[src/rtl/rad_defines.svh]
// offsets, fields and reset values of the record gain and activity block
`ifndef RAD_DEFINES_SVH
`define RAD_DEFINES_SVH

// register byte offsets
`define RAD_OFF_ACT_CTRL      12'h000
`define RAD_OFF_ACT_CFG       12'h004
`define RAD_OFF_DET_CFG       12'h008
`define RAD_OFF_AGC_LEVEL     12'h00C
`define RAD_OFF_AGC_TIME      12'h010
`define RAD_OFF_MAN_GAIN      12'h014
`define RAD_OFF_IRQ_STAT      12'h018
`define RAD_OFF_IRQ_MASK      12'h01C
`define RAD_OFF_STATUS        12'h020

// control field positions
`define RAD_BIT_AGC_EN        0
`define RAD_BIT_VOICE_EN      2
`define RAD_BIT_ULTRA_EN      3
`define RAD_MODE_HI           7
`define RAD_MODE_LO           6
`define RAD_CHSEL_HI          5
`define RAD_CHSEL_LO          4

// alert mode codes
`define RAD_ALERT_IRQ         2'h1
`define RAD_ALERT_WAKE        2'h2

// interrupt status bits
`define RAD_IRQ_VOICE         0
`define RAD_IRQ_ULTRA         1
`define RAD_IRQ_W             2

// reset values
`define RAD_RST_ACT_CTRL      4'h0
`define RAD_RST_ACT_CFG       8'h00
`define RAD_RST_DET_THR       8'h20
`define RAD_RST_DET_HOLD      8'h04
`define RAD_RST_AGC_TARGET    8'h40
`define RAD_RST_AGC_MAXGAIN   8'h50
`define RAD_RST_AGC_NOISE     8'h04
`define RAD_RST_AGC_ATTACK    16'h0010
`define RAD_RST_AGC_RELEASE   16'h0100
`define RAD_RST_MAN_GAIN      8'h00

`endif

[src/rtl/rad_pkg.sv]
// types shared by the record gain / activity detection block
package rad_pkg;

    // one audio sample with its strobe
    typedef struct packed {
        logic               valid;
        logic signed [15:0] data;
    } rad_sample_t;

    // detector settings
    typedef struct packed {
        logic [7:0] hold;
        logic [7:0] thr;
    } rad_det_cfg_t;

    // automatic gain settings
    typedef struct packed {
        logic [15:0] release_time;
        logic [15:0] attack_time;
        logic [7:0]  noise;
        logic [7:0]  max_gain;
        logic [7:0]  target;
    } rad_agc_cfg_t;

    // low power activity sequencer
    typedef enum logic [1:0] {
        RAD_IDLE,
        RAD_MONITOR,
        RAD_RECORD
    } rad_lp_state_t;

endpackage

[src/rtl/rad_activity_detect.sv]
// voice and ultrasonic activity detector on one selected channel
`timescale 1ns/100ps
`include "rad_defines.svh"

module rad_activity_detect (
    input  wire logic                 pclk,
    input  wire logic                 presetn,
    input  wire logic                 voice_en,
    input  wire logic                 ultra_en,
    input  rad_pkg::rad_sample_t      sample,
    input  rad_pkg::rad_det_cfg_t     cfg,
    output logic [1:0]                hit
);

    logic signed [15:0] prev_q;
    logic [15:0]        diff;
    logic [7:0]         metric [2];
    logic [1:0]         path_en;

    // magnitude of a 16-bit value reduced to its top 8 bits
    function automatic logic [7:0] mag8(input logic [15:0] v);
        logic [15:0] a;
        a = v[15] ? (~v + 16'h0001) : v;
        return a[15] ? 8'hFF : a[14:7];
    endfunction

    // ----
    // signal metrics
    // ----
    // first difference acts as a crude high band filter for ultrasonic energy
    assign diff      = sample.data - prev_q;
    assign metric[0] = mag8(sample.data);
    assign metric[1] = mag8(diff);
    assign path_en   = {ultra_en, voice_en};

    // previous sample for the difference path
    always_ff @(posedge pclk or negedge presetn) begin
        if (!presetn) begin
            prev_q <= 16'sh0000;
        end else if (sample.valid) begin
            prev_q <= sample.data;
        end
    end

    // ----
    // per path run-length detectors
    // ----
    genvar g;
    generate
        for (g = 0; g < 2; g = g + 1) begin : g_path
            logic [7:0] run_q;
            logic       hit_q;
            // a single loud sample triggers only when hold is 0; otherwise the level must hold for a run of hold+1 samples
            always_ff @(posedge pclk or negedge presetn) begin
                if (!presetn) begin
                    run_q <= 8'h00;
                    hit_q <= 1'b0;
                end else begin
                    hit_q <= 1'b0;
                    if (!path_en[g]) begin
                        run_q <= 8'h00;
                    end else if (sample.valid) begin
                        if (metric[g] > cfg.thr) begin
                            if (run_q >= cfg.hold) begin
                                hit_q <= 1'b1;
                                run_q <= 8'h00;
                            end else begin
                                run_q <= run_q + 8'h01;
                            end
                        end else begin
                            run_q <= 8'h00;
                        end
                    end
                end
            end
            assign hit[g] = hit_q;
        end
    endgenerate

endmodule // rad_activity_detect

[src/rtl/rad_top.sv]
// record path automatic gain control and low power activity detection, APB slave
//
// Contract
// voice mode watches one selected channel nonstop for voice; the detector here stops once a wake enters RECORD.
// voice_detect_enable (bit 2) set to one enters voice mode.
// ultrasonic mode watches one selected channel nonstop for ultrasonic energy; the detector here stops once a wake enters RECORD.
// ultrasonic_detect_enable (bit 3) set to one enters ultrasonic mode.
// activity_alert_mode bits 7:6 pick interrupt or wake and record.
// activity_channel_select bits 5:4 pick the watched channel.
// analog and digital microphone channels both feed the detector.
// automatic gain on: hardware sets gain, not the manual value.
// gain uses target, maximum gain, attack, release and noise threshold.
// host leaves headroom in the target level against clipping.
// alert mode 1 is interrupt, 2 is wake, 0 and 3 disabled.
`timescale 1ns/100ps
`include "rad_defines.svh"

module rad_top (
    input  wire logic            pclk,
    input  wire logic            presetn,
    input  wire logic            psel,
    input  wire logic            penable,
    input  wire logic            pwrite,
    input  wire logic [11:0]     paddr,
    input  wire logic [31:0]     pwdata,
    input  wire logic [3:0]      pstrb,
    output logic [31:0]          prdata,
    output logic                 pready,
    output logic                 pslverr,
    input  rad_pkg::rad_sample_t analog_in,
    input  rad_pkg::rad_sample_t dmic_in [3],
    output logic [7:0]           channel_gain,
    output logic                 agc_active,
    output logic                 record_active,
    output logic                 irq
);

    // ----
    // register storage
    // ----
    logic [3:0]              ctrl_q;
    logic [7:0]              cfg_q;
    rad_pkg::rad_det_cfg_t   det_q;
    rad_pkg::rad_agc_cfg_t   agc_q;
    logic [7:0]              man_gain_q;
    logic [`RAD_IRQ_W-1:0]   irq_stat_q;
    logic [`RAD_IRQ_W-1:0]   irq_mask_q;
    logic [31:0]             prdata_q;

    logic [7:0]              gain_q;
    logic [15:0]             atk_cnt_q;
    logic [15:0]             rel_cnt_q;
    rad_pkg::rad_lp_state_t  state_q;
    rad_pkg::rad_lp_state_t  state_d;

    logic                    wr_en;
    logic                    rd_en;
    logic [3:0]              wr_sel;
    logic [3:0]              rd_sel;
    logic                    voice_en;
    logic                    ultra_en;
    logic [1:0]              alert_mode;
    logic [1:0]              ch_sel;
    logic                    monitoring;
    rad_pkg::rad_sample_t    watch_smp;
    logic [1:0]              hit;
    logic                    any_hit;
    logic [7:0]              peak;
    logic [31:0]             rd_mux;

    // ----
    // address decode
    // ----
    // index 0 means unmapped; shared by the read and the write path
    function automatic logic [3:0] reg_index(input logic [11:0] a);
        if (a == `RAD_OFF_ACT_CTRL) begin
            return 4'h1;
        end else if (a == `RAD_OFF_ACT_CFG) begin
            return 4'h2;
        end else if (a == `RAD_OFF_DET_CFG) begin
            return 4'h3;
        end else if (a == `RAD_OFF_AGC_LEVEL) begin
            return 4'h4;
        end else if (a == `RAD_OFF_AGC_TIME) begin
            return 4'h5;
        end else if (a == `RAD_OFF_MAN_GAIN) begin
            return 4'h6;
        end else if (a == `RAD_OFF_IRQ_STAT) begin
            return 4'h7;
        end else if (a == `RAD_OFF_IRQ_MASK) begin
            return 4'h8;
        end else if (a == `RAD_OFF_STATUS) begin
            return 4'h9;
        end else begin
            return 4'h0;
        end
    endfunction

    // magnitude of a sample, top 8 bits
    function automatic logic [7:0] level8(input logic [15:0] v);
        logic [15:0] a;
        a = v[15] ? (~v + 16'h0001) : v;
        return a[15] ? 8'hFF : a[14:7];
    endfunction

    // zero wait state slave; unmapped addresses answer with pslverr
    assign pready  = 1'b1;
    assign wr_en   = psel & penable & pwrite;
    assign rd_en   = psel & penable & ~pwrite;
    assign wr_sel  = wr_en ? reg_index(paddr) : 4'h0;
    assign rd_sel  = reg_index(paddr);
    assign pslverr = psel & penable & (rd_sel == 4'h0);
    assign prdata  = prdata_q;

    // ----
    // control fields
    // ----
    assign voice_en   = ctrl_q[`RAD_BIT_VOICE_EN];
    assign ultra_en   = ctrl_q[`RAD_BIT_ULTRA_EN];
    assign alert_mode = cfg_q[`RAD_MODE_HI:`RAD_MODE_LO];
    assign ch_sel     = cfg_q[`RAD_CHSEL_HI:`RAD_CHSEL_LO];
    assign agc_active = ctrl_q[`RAD_BIT_AGC_EN];

    // control register, byte lane 0 only
    always_ff @(posedge pclk or negedge presetn) begin
        if (!presetn) begin
            ctrl_q <= `RAD_RST_ACT_CTRL;
        end else if (wr_sel == 4'h1 && pstrb[0]) begin
            ctrl_q <= pwdata[3:0];
        end
    end

    // alert and channel configuration
    always_ff @(posedge pclk or negedge presetn) begin
        if (!presetn) begin
            cfg_q <= `RAD_RST_ACT_CFG;
        end else if (wr_sel == 4'h2 && pstrb[0]) begin
            cfg_q <= {pwdata[7:4], 4'h0};
        end
    end

    // detector settings
    always_ff @(posedge pclk or negedge presetn) begin
        if (!presetn) begin
            det_q.thr  <= `RAD_RST_DET_THR;
            det_q.hold <= `RAD_RST_DET_HOLD;
        end else if (wr_sel == 4'h3) begin
            if (pstrb[0]) begin
                det_q.thr <= pwdata[7:0];
            end
            if (pstrb[1]) begin
                det_q.hold <= pwdata[15:8];
            end
        end
    end

    // gain algorithm parameters
    always_ff @(posedge pclk or negedge presetn) begin
        if (!presetn) begin
            agc_q.target       <= `RAD_RST_AGC_TARGET;
            agc_q.max_gain     <= `RAD_RST_AGC_MAXGAIN;
            agc_q.noise        <= `RAD_RST_AGC_NOISE;
            agc_q.attack_time  <= `RAD_RST_AGC_ATTACK;
            agc_q.release_time <= `RAD_RST_AGC_RELEASE;
        end else if (wr_sel == 4'h4) begin
            if (pstrb[0]) begin
                agc_q.target <= pwdata[7:0];
            end
            if (pstrb[1]) begin
                agc_q.max_gain <= pwdata[15:8];
            end
            if (pstrb[2]) begin
                agc_q.noise <= pwdata[23:16];
            end
        end else if (wr_sel == 4'h5) begin
            if (pstrb[0] && pstrb[1]) begin
                agc_q.attack_time <= pwdata[15:0];
            end
            if (pstrb[2] && pstrb[3]) begin
                agc_q.release_time <= pwdata[31:16];
            end
        end
    end

    // manual gain, used while the automatic loop is off
    always_ff @(posedge pclk or negedge presetn) begin
        if (!presetn) begin
            man_gain_q <= `RAD_RST_MAN_GAIN;
        end else if (wr_sel == 4'h6 && pstrb[0]) begin
            man_gain_q <= pwdata[7:0];
        end
    end

    // ----
    // channel selection and detection
    // ----
    // code 0 is the analog channel, 1..3 the digital microphones
    always_comb begin
        if (ch_sel == 2'h0) begin
            watch_smp = analog_in;
        end else begin
            watch_smp = dmic_in[ch_sel - 2'h1];
        end
    end

    // detector only runs while monitoring, so counts restart on each entry
    assign monitoring = (state_q == rad_pkg::RAD_MONITOR);

    rad_activity_detect u_detect (
        .pclk     (pclk),
        .presetn  (presetn),
        .voice_en (monitoring & voice_en),
        .ultra_en (monitoring & ultra_en),
        .sample   (watch_smp),
        .cfg      (det_q),
        .hit      (hit)
    );

    assign any_hit = |hit;

    // ----
    // low power sequencer
    // ----
    // wake latches recording on; only dropping both enables returns to idle
    always_comb begin
        state_d = state_q;
        case (state_q)
            rad_pkg::RAD_IDLE: begin
                if (voice_en || ultra_en) begin
                    state_d = rad_pkg::RAD_MONITOR;
                end
            end
            rad_pkg::RAD_MONITOR: begin
                if (!voice_en && !ultra_en) begin
                    state_d = rad_pkg::RAD_IDLE;
                end else if (any_hit && alert_mode == `RAD_ALERT_WAKE) begin
                    state_d = rad_pkg::RAD_RECORD;
                end
            end
            rad_pkg::RAD_RECORD: begin
                if (!voice_en && !ultra_en) begin
                    state_d = rad_pkg::RAD_IDLE;
                end
            end
            default: begin
                state_d = rad_pkg::RAD_IDLE;
            end
        endcase
    end

    always_ff @(posedge pclk or negedge presetn) begin
        if (!presetn) begin
            state_q <= rad_pkg::RAD_IDLE;
        end else begin
            state_q <= state_d;
        end
    end

    assign record_active = (state_q == rad_pkg::RAD_RECORD);

    // ----
    // interrupt status and mask
    // ----
    // a detection in the clearing cycle survives: set wins over write-one-clear
    always_ff @(posedge pclk or negedge presetn) begin
        if (!presetn) begin
            irq_stat_q <= {`RAD_IRQ_W{1'b0}};
        end else begin
            irq_stat_q <= (irq_stat_q
                           & ~((wr_sel == 4'h7 && pstrb[0]) ? pwdata[1:0] : 2'h0))
                          | ((monitoring && alert_mode == `RAD_ALERT_IRQ) ? hit : 2'h0);
        end
    end

    always_ff @(posedge pclk or negedge presetn) begin
        if (!presetn) begin
            irq_mask_q <= {`RAD_IRQ_W{1'b0}};
        end else if (wr_sel == 4'h8 && pstrb[0]) begin
            irq_mask_q <= pwdata[1:0];
        end
    end

    assign irq = |(irq_stat_q & irq_mask_q);

    // ----
    // automatic gain loop
    // ----
    // the record channel is measured after gain, so the loop closes outside
    assign peak = level8(analog_in.data);

    // attack lowers gain fast on loud input; release raises it slowly on weak input
    always_ff @(posedge pclk or negedge presetn) begin
        if (!presetn) begin
            gain_q    <= `RAD_RST_MAN_GAIN;
            atk_cnt_q <= 16'h0000;
            rel_cnt_q <= 16'h0000;
        end else if (!agc_active) begin
            gain_q    <= man_gain_q;
            atk_cnt_q <= 16'h0000;
            rel_cnt_q <= 16'h0000;
        end else if (analog_in.valid) begin
            if (peak > agc_q.target) begin
                rel_cnt_q <= 16'h0000;
                if (atk_cnt_q >= agc_q.attack_time) begin
                    atk_cnt_q <= 16'h0000;
                    if (gain_q != 8'h00) begin
                        gain_q <= gain_q - 8'h01;
                    end
                end else begin
                    atk_cnt_q <= atk_cnt_q + 16'h0001;
                end
            end else if (peak < agc_q.target && peak > agc_q.noise) begin
                atk_cnt_q <= 16'h0000;
                if (rel_cnt_q >= agc_q.release_time) begin
                    rel_cnt_q <= 16'h0000;
                    if (gain_q < agc_q.max_gain) begin
                        gain_q <= gain_q + 8'h01;
                    end
                end else begin
                    rel_cnt_q <= rel_cnt_q + 16'h0001;
                end
            end else begin
                // below the noise floor, hold gain so hiss is not amplified
                atk_cnt_q <= 16'h0000;
                rel_cnt_q <= 16'h0000;
            end
        end
    end

    assign channel_gain = gain_q;

    // ----
    // read data
    // ----
    always_comb begin
        if (rd_sel == 4'h1) begin
            rd_mux = {28'h0000000, ctrl_q};
        end else if (rd_sel == 4'h2) begin
            rd_mux = {24'h000000, cfg_q};
        end else if (rd_sel == 4'h3) begin
            rd_mux = {16'h0000, det_q.hold, det_q.thr};
        end else if (rd_sel == 4'h4) begin
            rd_mux = {8'h00, agc_q.noise, agc_q.max_gain, agc_q.target};
        end else if (rd_sel == 4'h5) begin
            rd_mux = {agc_q.release_time, agc_q.attack_time};
        end else if (rd_sel == 4'h6) begin
            rd_mux = {24'h000000, man_gain_q};
        end else if (rd_sel == 4'h7) begin
            rd_mux = {30'h00000000, irq_stat_q};
        end else if (rd_sel == 4'h8) begin
            rd_mux = {30'h00000000, irq_mask_q};
        end else if (rd_sel == 4'h9) begin
            rd_mux = {21'h000000, record_active, state_q, gain_q};
        end else begin
            rd_mux = 32'h00000000;
        end
    end

    // read data registered in the setup cycle, valid in the access cycle
    always_ff @(posedge pclk or negedge presetn) begin
        if (!presetn) begin
            prdata_q <= 32'h00000000;
        end else if (psel && !penable && !pwrite) begin
            prdata_q <= rd_mux;
        end
    end

endmodule // rad_top

[config.mk]
export PLATFORM = sky130hd
export DESIGN_NAME = rad_top
export DESIGN_NICKNAME = d
export VERILOG_FILES = /design/src/rtl/rad_pkg.sv /design/src/rtl/rad_activity_detect.sv /design/src/rtl/rad_top.sv
export VERILOG_INCLUDE_DIRS = /design/src /design/src/rtl
export SDC_FILE = /design/constraint.sdc
export NUM_CORES = 1
export LEC_CHECK = 0
export BUFFER_PORTS_ARGS = -buffer_cell sky130_fd_sc_hd__buf_2
export CORE_ASPECT_RATIO = 0.6
export CORE_MARGIN = 3
export CORE_UTILIZATION = 64
export CTS_CLUSTER_SIZE = 12
export DETAILED_ROUTE_END_ITERATION = 7
export PLACE_DENSITY = 0.92
export SLEW_MARGIN = 20
export SYNTH_ARGS = -nofsm -noshare
export SYNTH_HDL_FRONTEND = slang
export SYNTH_SLANG_ARGS = --single-unit
[constraint.sdc]
create_clock -name pclk -period 16 [get_ports pclk]
set_input_delay 0.8 -clock pclk [delete_from_list [all_inputs] [get_ports pclk]]
set_output_delay 0.8 -clock pclk [all_outputs]
set_load 0.005 [all_outputs]
After elaboration in Yosys (flattened, before gate mapping) --
Index checks and enable logic that the tools add are counted.
Operators by class: order comparisons 11, bitwise operators 14, add/sub/neg operators 11, reduce and logical (&&, ||, !) cells 34, multiplexer cells 69, equal/unequal tests 40
Operators by type and width (number):
- $mux 16 | 12
- $mux 32 | 5
- $mux 8 | 19
- $add 16x1->16 const B | 5
- $mux 17 | 3
- $eq 12x5->1 const B | 4
- $not 16->16 | 3
- $mux 11 | 4
- $mux 4 | 10
- $bmux 17 s2 | 1
- $eq 4x3->1 const B | 8
- $ge 16x16->1 | 2
- $gt 8x8->1 | 4
- $add 8x1->8 const B | 3
- $eq 12x4->1 const B | 2
- $eq 4x2->1 const B | 4
- $ge 8x8->1 | 2
- $lt 8x8->1 | 2
- $sub 16x16->16 | 1
- $logic_and 1x1->1 | 13
- $eq 12x3->1 const B | 1
- $eq 12x6->1 const B | 1
- $eq 4x4->1 const B | 3
- $logic_not 12->1 | 1
- 28 further kinds | 66
Storage, ports and cells: flip-flop bits (word level) 200

Logic depth before layout (Yosys ltp) --
word-level depth 20, depth in mapped cells 31, mapped depth without buffers 25

By module --
From an unflattened synthesis, not the netlist that was laid out.
Unflattened totals: cells, all modules 1519, area, all modules 13571.8 um2
Modules (own cells, without submodules):
- rad_top | area each 9893.2 um2, cells an instance 1077, sequential area each 4164.0 um2, times used 1
- rad_activity_detect | area each 3678.5 um2, cells an instance 442, sequential area each 850.8 um2, times used 1

Least setup slack after synthesis --
OpenSTA, ideal clock, no wires.
path type register to register, start register cfg_q[4], end register u_detect.g_path[1].run_q[3], setup slack 10.386 ns, data required time 15.879 ns, cell stages (with the launch flop) 28, arrival time 5.493 ns, setup time 0.121 ns, path through dfrtp_1 > inv_1 > buf_2 > ha_1 > clkbuf_1 > clkbuf_1 > buf_2 > mux2i_1 > ha_1 > inv_1 > fa_1 > nand2b_1 > a2111oi_2 > o21ai_1 > a221oi_4 > o2111ai_2 > nor4b_4 > nand4b_2 > nand2_1 > ha_1 > nor2b_1 > o21a_1 > o21a_1 > o21bai_1 > a21oi_1 > o21ai_1 > o21ai_0 > a22o_1
On the way: word-level cells in the longest chain between the ends 15, elaborated cells between the ends (all ways) 17
RTL lines:
- start: declaration | RTL line rad_top.sv:42 | logic [7:0] cfg_q;
- start signal: assignment | RTL line rad_top.sv:136 | cfg_q <= `RAD_RST_ACT_CFG;
- start signal: assignment | RTL line rad_top.sv:138 | cfg_q <= {pwdata[7:4], 4'h0};
- $sub 2x1->2 | RTL line rad_top.sv:202 | watch_smp = dmic_in[ch_sel - 2'h1];
- $not 2->3 (not written as such) | RTL line rad_top.sv:202
- $bmux 17 s2 | RTL line rad_top.sv:202
- $mux 17 (not written as such) (2 in a row) | RTL line rad_top.sv:202
- $mux 17 (*) | RTL line rad_top.sv:199 | if (ch_sel == 2'h0) begin
- $sub 16x16->16 | RTL line rad_activity_detect.sv:31 | assign diff = sample.data - prev_q;
- $not 16->16 | RTL line rad_activity_detect.sv:23 | a = v[15] ? (~v + 16'h0001) : v;
- $add 16x1->16 | RTL line rad_activity_detect.sv:23
- $mux 16 | RTL line rad_activity_detect.sv:23
- $mux 8 | RTL line rad_activity_detect.sv:24 | return a[15] ? 8'hFF : a[14:7];
- $gt 8x8->1 | RTL line rad_activity_detect.sv:63 | if (metric[g] > cfg.thr) begin
- $mux 8 | RTL line rad_activity_detect.sv:63
- $mux 8 | RTL line rad_activity_detect.sv:62 | end else if (sample.valid) begin
- $mux 8 | RTL line rad_activity_detect.sv:60 | if (!path_en[g]) begin
- end signal: assignment | RTL line rad_activity_detect.sv:68 | run_q <= run_q + 8'h01;
- end: declaration | RTL line rad_activity_detect.sv:51 | logic [7:0] run_q;
Every way passes the cells marked *; elsewhere a longest branch is shown, timed or not. The select of a mux whose other input is x is not followed. A chain may end at the register's enable or synchronous reset.

Final worst setup path --
Ends and elaborated chain as after synthesis.

==> results_dict.tcl <==
set metrics [dict create \
    drc 0 \
    post-route-util_pct 74.1 \
    ant_nets 0 \
    die_h_um 119 \
    antenna_found_initial 2 \
    nets 1902 \
    power_frac_clock_pct 39.0 \
    layout_common_cells "nand2_1, dfrtp_1, o21ai_0, buf_2, inv_1" \
    status "finished, final reports clean" \
    clk-insertion-delay-late_ps 450 \
    fin_setup_tns_ps 0 \
    io_buffers 164 \
    gr-total-overflow 0 \
    cts_buffers 17 \
    dr.pass1.iters 6 \
    place_area_um2 14500 \
    crit_path_top_delay_cell "ha_2" \
    synth_warnings 0 \
    ys_seq_elements 200 \
    seq_area_frac_synth_pct 37.0 \
    setup_viol 0 \
    fin_area_um2 15100 \
    switching_power_w 0.000334 \
    htreeDepth 4 \
    clock.fmax_mhz 138 \
    startpoint_type "register" \
    final.setup_skew_ps 9.53 \
    required_ps 16340 \
    drive_gt1_share_pct 17.5 \
    cap_viol_max_count 0 \
    layout_commonest_cell "nand2_1" \
    multiInputGateArea_um2 7850 \
    wl_per_cell_um 20.2 \
    std_cell_rows 40 \
    hpwl_um 29500 \
    async_flop_share_pct 100 \
    grt_pass1_vias 11900 \
    regArea_um2 5010 \
    cellLeakagePower_nw 7.60 \
    worst_slew_pin_slew_ps 1080 \
    yosysTopAreaCell "dfrtp_1" \
    crit_family "compound AO/OA/AOI/OAI gates" \
    ys_top_cells_by_area "dfrtp_1, ha_1, o21ai_0, nand2_1, mux2_2" \
    internal-power_w 0.000835 \
    fill_cells 1480 \
    core_area_um2 20400 \
    hold_buffers 0 \
    cp_max_fo 23 \
    vdd.ir_drop.worst_mv 0.0848 \
    power.density_nw_per_um2 77.3 \
    path_clk_slew_ps 70 \
    drt_iter0_markers 1457 \
    synth.top_cell.area_share_pct 35.4 \
    cts_buffer_depth 2 \
    swShare_pct 28.6 \
    slew_violations 0 \
    synth-main-ff-cell "dfrtp_1" \
    syn_area_um2 13600 \
    finalCritPeriodShare_pct 45.4 \
    syn-instance-count 1537 \
    netlist-cell-type-count 90 \
    critPathMaxStageDelay_ps 810 \
    end_kind "register" \
    slew_headroom_pct 28.0 \
    ctsResizeCount 0 \
    timing_worst_setup_path_type "register to register" \
    postRouteWirelength_um 39500 \
    hold_violations 0 \
    start_util_pct 66.4 \
    min_path_type "register to register" \
    crit_arrival_ps 7600 \
    fin_hold_ws_ps 472 \
    rsz0062_at_grt "no" \
    cts_tree "built" \
    pwr-share-comb_pct 16.7 \
    p_seq_share_pct 44.3 \
    grt_usage_pct 34.0 \
    grt_max_degree 121 \
    cts_setup_buffers 0 \
    synthesis.nets 1773 \
    synth-edff-count 0 \
    vias_per_cell 6.48 \
    synth.avg_cell_area_um2 8.82 \
    io_pins 166 \
    num_vias 12700 \
    cts_sinks 200 \
    die_w_um 194 \
    root_buffer "clkbuf_16" \
    die-area_um2 23000 \
    gp_congestion 0.962 \
    fin_crit_ps 7260 \
    path_buf_inv 2 \
    area_delta_synth_final_pct 11.6 \
    grt_pass1_wl_um 63200 \
]
-- state kept, by name, summed over array words and instances (netlist names), 16 cells and up --
| signal | count |
|---|---|
| agc_q | 56 |
| atk_cnt_q | 16 |
| det_q | 16 |
| prdata | 32 |
| rel_cnt_q | 16 |
| u_detect.g_path.run_q | 16 |
| u_detect.prev_q | 16 |
-- cell families (layout without fill, tap and decap cells) --
| kind of cell | Yosys count | count (layout) | share of synthesized area, % |
|---|---|---|---|
| muxes | 60 | 60 | 4.82 |
| buffers and inverters | 178 | 320 | 5.22 |
| and+or+nand+nor | 501 | 501 | 18.7 |
| other | 1 | 2 | 0.0276 |
| AOI/OAI and AO/OA | 453 | 453 | 21.7 |
| DFF | 200 | 200 | 37.0 |
| xor gates and xnor gates | 29 | 29 | 1.87 |
| adders and majority gates | 115 | 115 | 10.7 |
-- power groups by stage --
stage               Sequential, W  Combinational [W]  Clock, W
floorplan                0.000527           0.000122         0
global placement         0.000527           0.000184         0
detailed placement       0.000528           0.000189         0
CTS                      0.000518           0.000191  0.000454
global route             0.000519           0.000213  0.000477
finish                   0.000518           0.000195  0.000456
-- cells in the mapped netlist (4+ instances only) --
| cell type | number |
|---|---|
| clkbuf_1 | 37 |
| nor3_2 | 6 |
| o21ai_1 | 23 |
| a22o_1 | 8 |
| nor2b_1 | 20 |
| nand2_1 | 201 |
| nor4_1 | 10 |
| inv_1 | 118 |
| o31ai_1 | 7 |
| a222oi_1 | 5 |
| nor3_1 | 29 |
| o211ai_1 | 7 |
| a21o_1 | 38 |
| nand4_1 | 13 |
| and2_1 | 5 |
| a211oi_1 | 16 |
| a31oi_1 | 19 |
| o2bb2ai_1 | 8 |
| and3_1 | 25 |
| ha_1 | 113 |
| and4_1 | 4 |
| or2_2 | 4 |
| xor2_1 | 11 |
| o21a_1 | 17 |
| mux2i_1 | 17 |
| nand2b_1 | 22 |
| a22oi_1 | 9 |
| o21ai_0 | 168 |
| mux2_2 | 41 |
| a221oi_1 | 17 |
| dfstp_2 | 8 |
| a21oi_1 | 66 |
| o41ai_1 | 4 |
| dfrtp_1 | 192 |
| nand3_1 | 34 |
| buf_2 | 16 |
| xnor2_1 | 18 |
| or3_1 | 9 |
| nand3b_1 | 4 |
| nor2_1 | 71 |
| nor3b_1 | 20 |
-- layer usage --
| layer | part of all wire, % | track usage (%) | up-vias |
|---|---|---|---|
| met2 | 42 | 49.1 | 782 |
| li1 | - | - | 5777 |
| met1 | 44 | 50.4 | 6009 |
| met3 | 12 | 9.26 | 88 |
| met4 | 2.2 | 9.82 | 4 |
| met5 | 0.061 | 0 | - |
-- per-stage QoR --
| step | std cells | setup slack (ps) | total power [W] |
|---|---|---|---|
| floorplan | 1537 | 10390 | 0.000649 |
| global placement | 1920 | 9000 | 0.000712 |
| detailed placement | 1920 | 8570 | 0.000717 |
| CTS | 1952 | 8550 | 0.00116 |
| global route | 1953 | 8240 | 0.00121 |
| finish | 1953 | 8740 | 0.00117 |
-- path summary, 6_finish.rpt --
path,endpoint,cells after the start,from,slack [ps]
max,u_detect.g_path[1].run_q[3],25,cfg_q[4],8740
min,prdata[30],2,prdata[30],470
max reg2reg,u_detect.g_path[1].run_q[3],25,cfg_q[4],8740
min reg2reg,prdata[30],2,prdata[30],470
max in group asynchronous,atk_cnt_q[7],2,presetn,13860
min in group asynchronous,prdata[28],1,presetn,510
-- layout make-up --
class | instances | share of cell area, %
multi-input combinational | 1159 | 51.9
sequential | 200 | 33.1
timing repair buffer | 170 | 5.78
clock buffer | 21 | 3.11
inverter | 118 | 2.93
tap | 273 | 2.26
clock inverter | 11 | 0.901
antenna | 1 | 0.0165
-- worst reg2reg max path, delay by kind of cell (launching register included) --
| family | cells | cell delay [ps] |
|---|---|---|
| AOI/OAI and AO/OA | 12 | 2550 |
| buffers and inverters | 2 | 400 |
| adders and majority gates | 4 | 1710 |
| DFF | 1 | 670 |
| muxes | 1 | 150 |
| and+or+nand+nor | 6 | 1700 |
No activity file was read; power rests on OpenSTA's default activity.
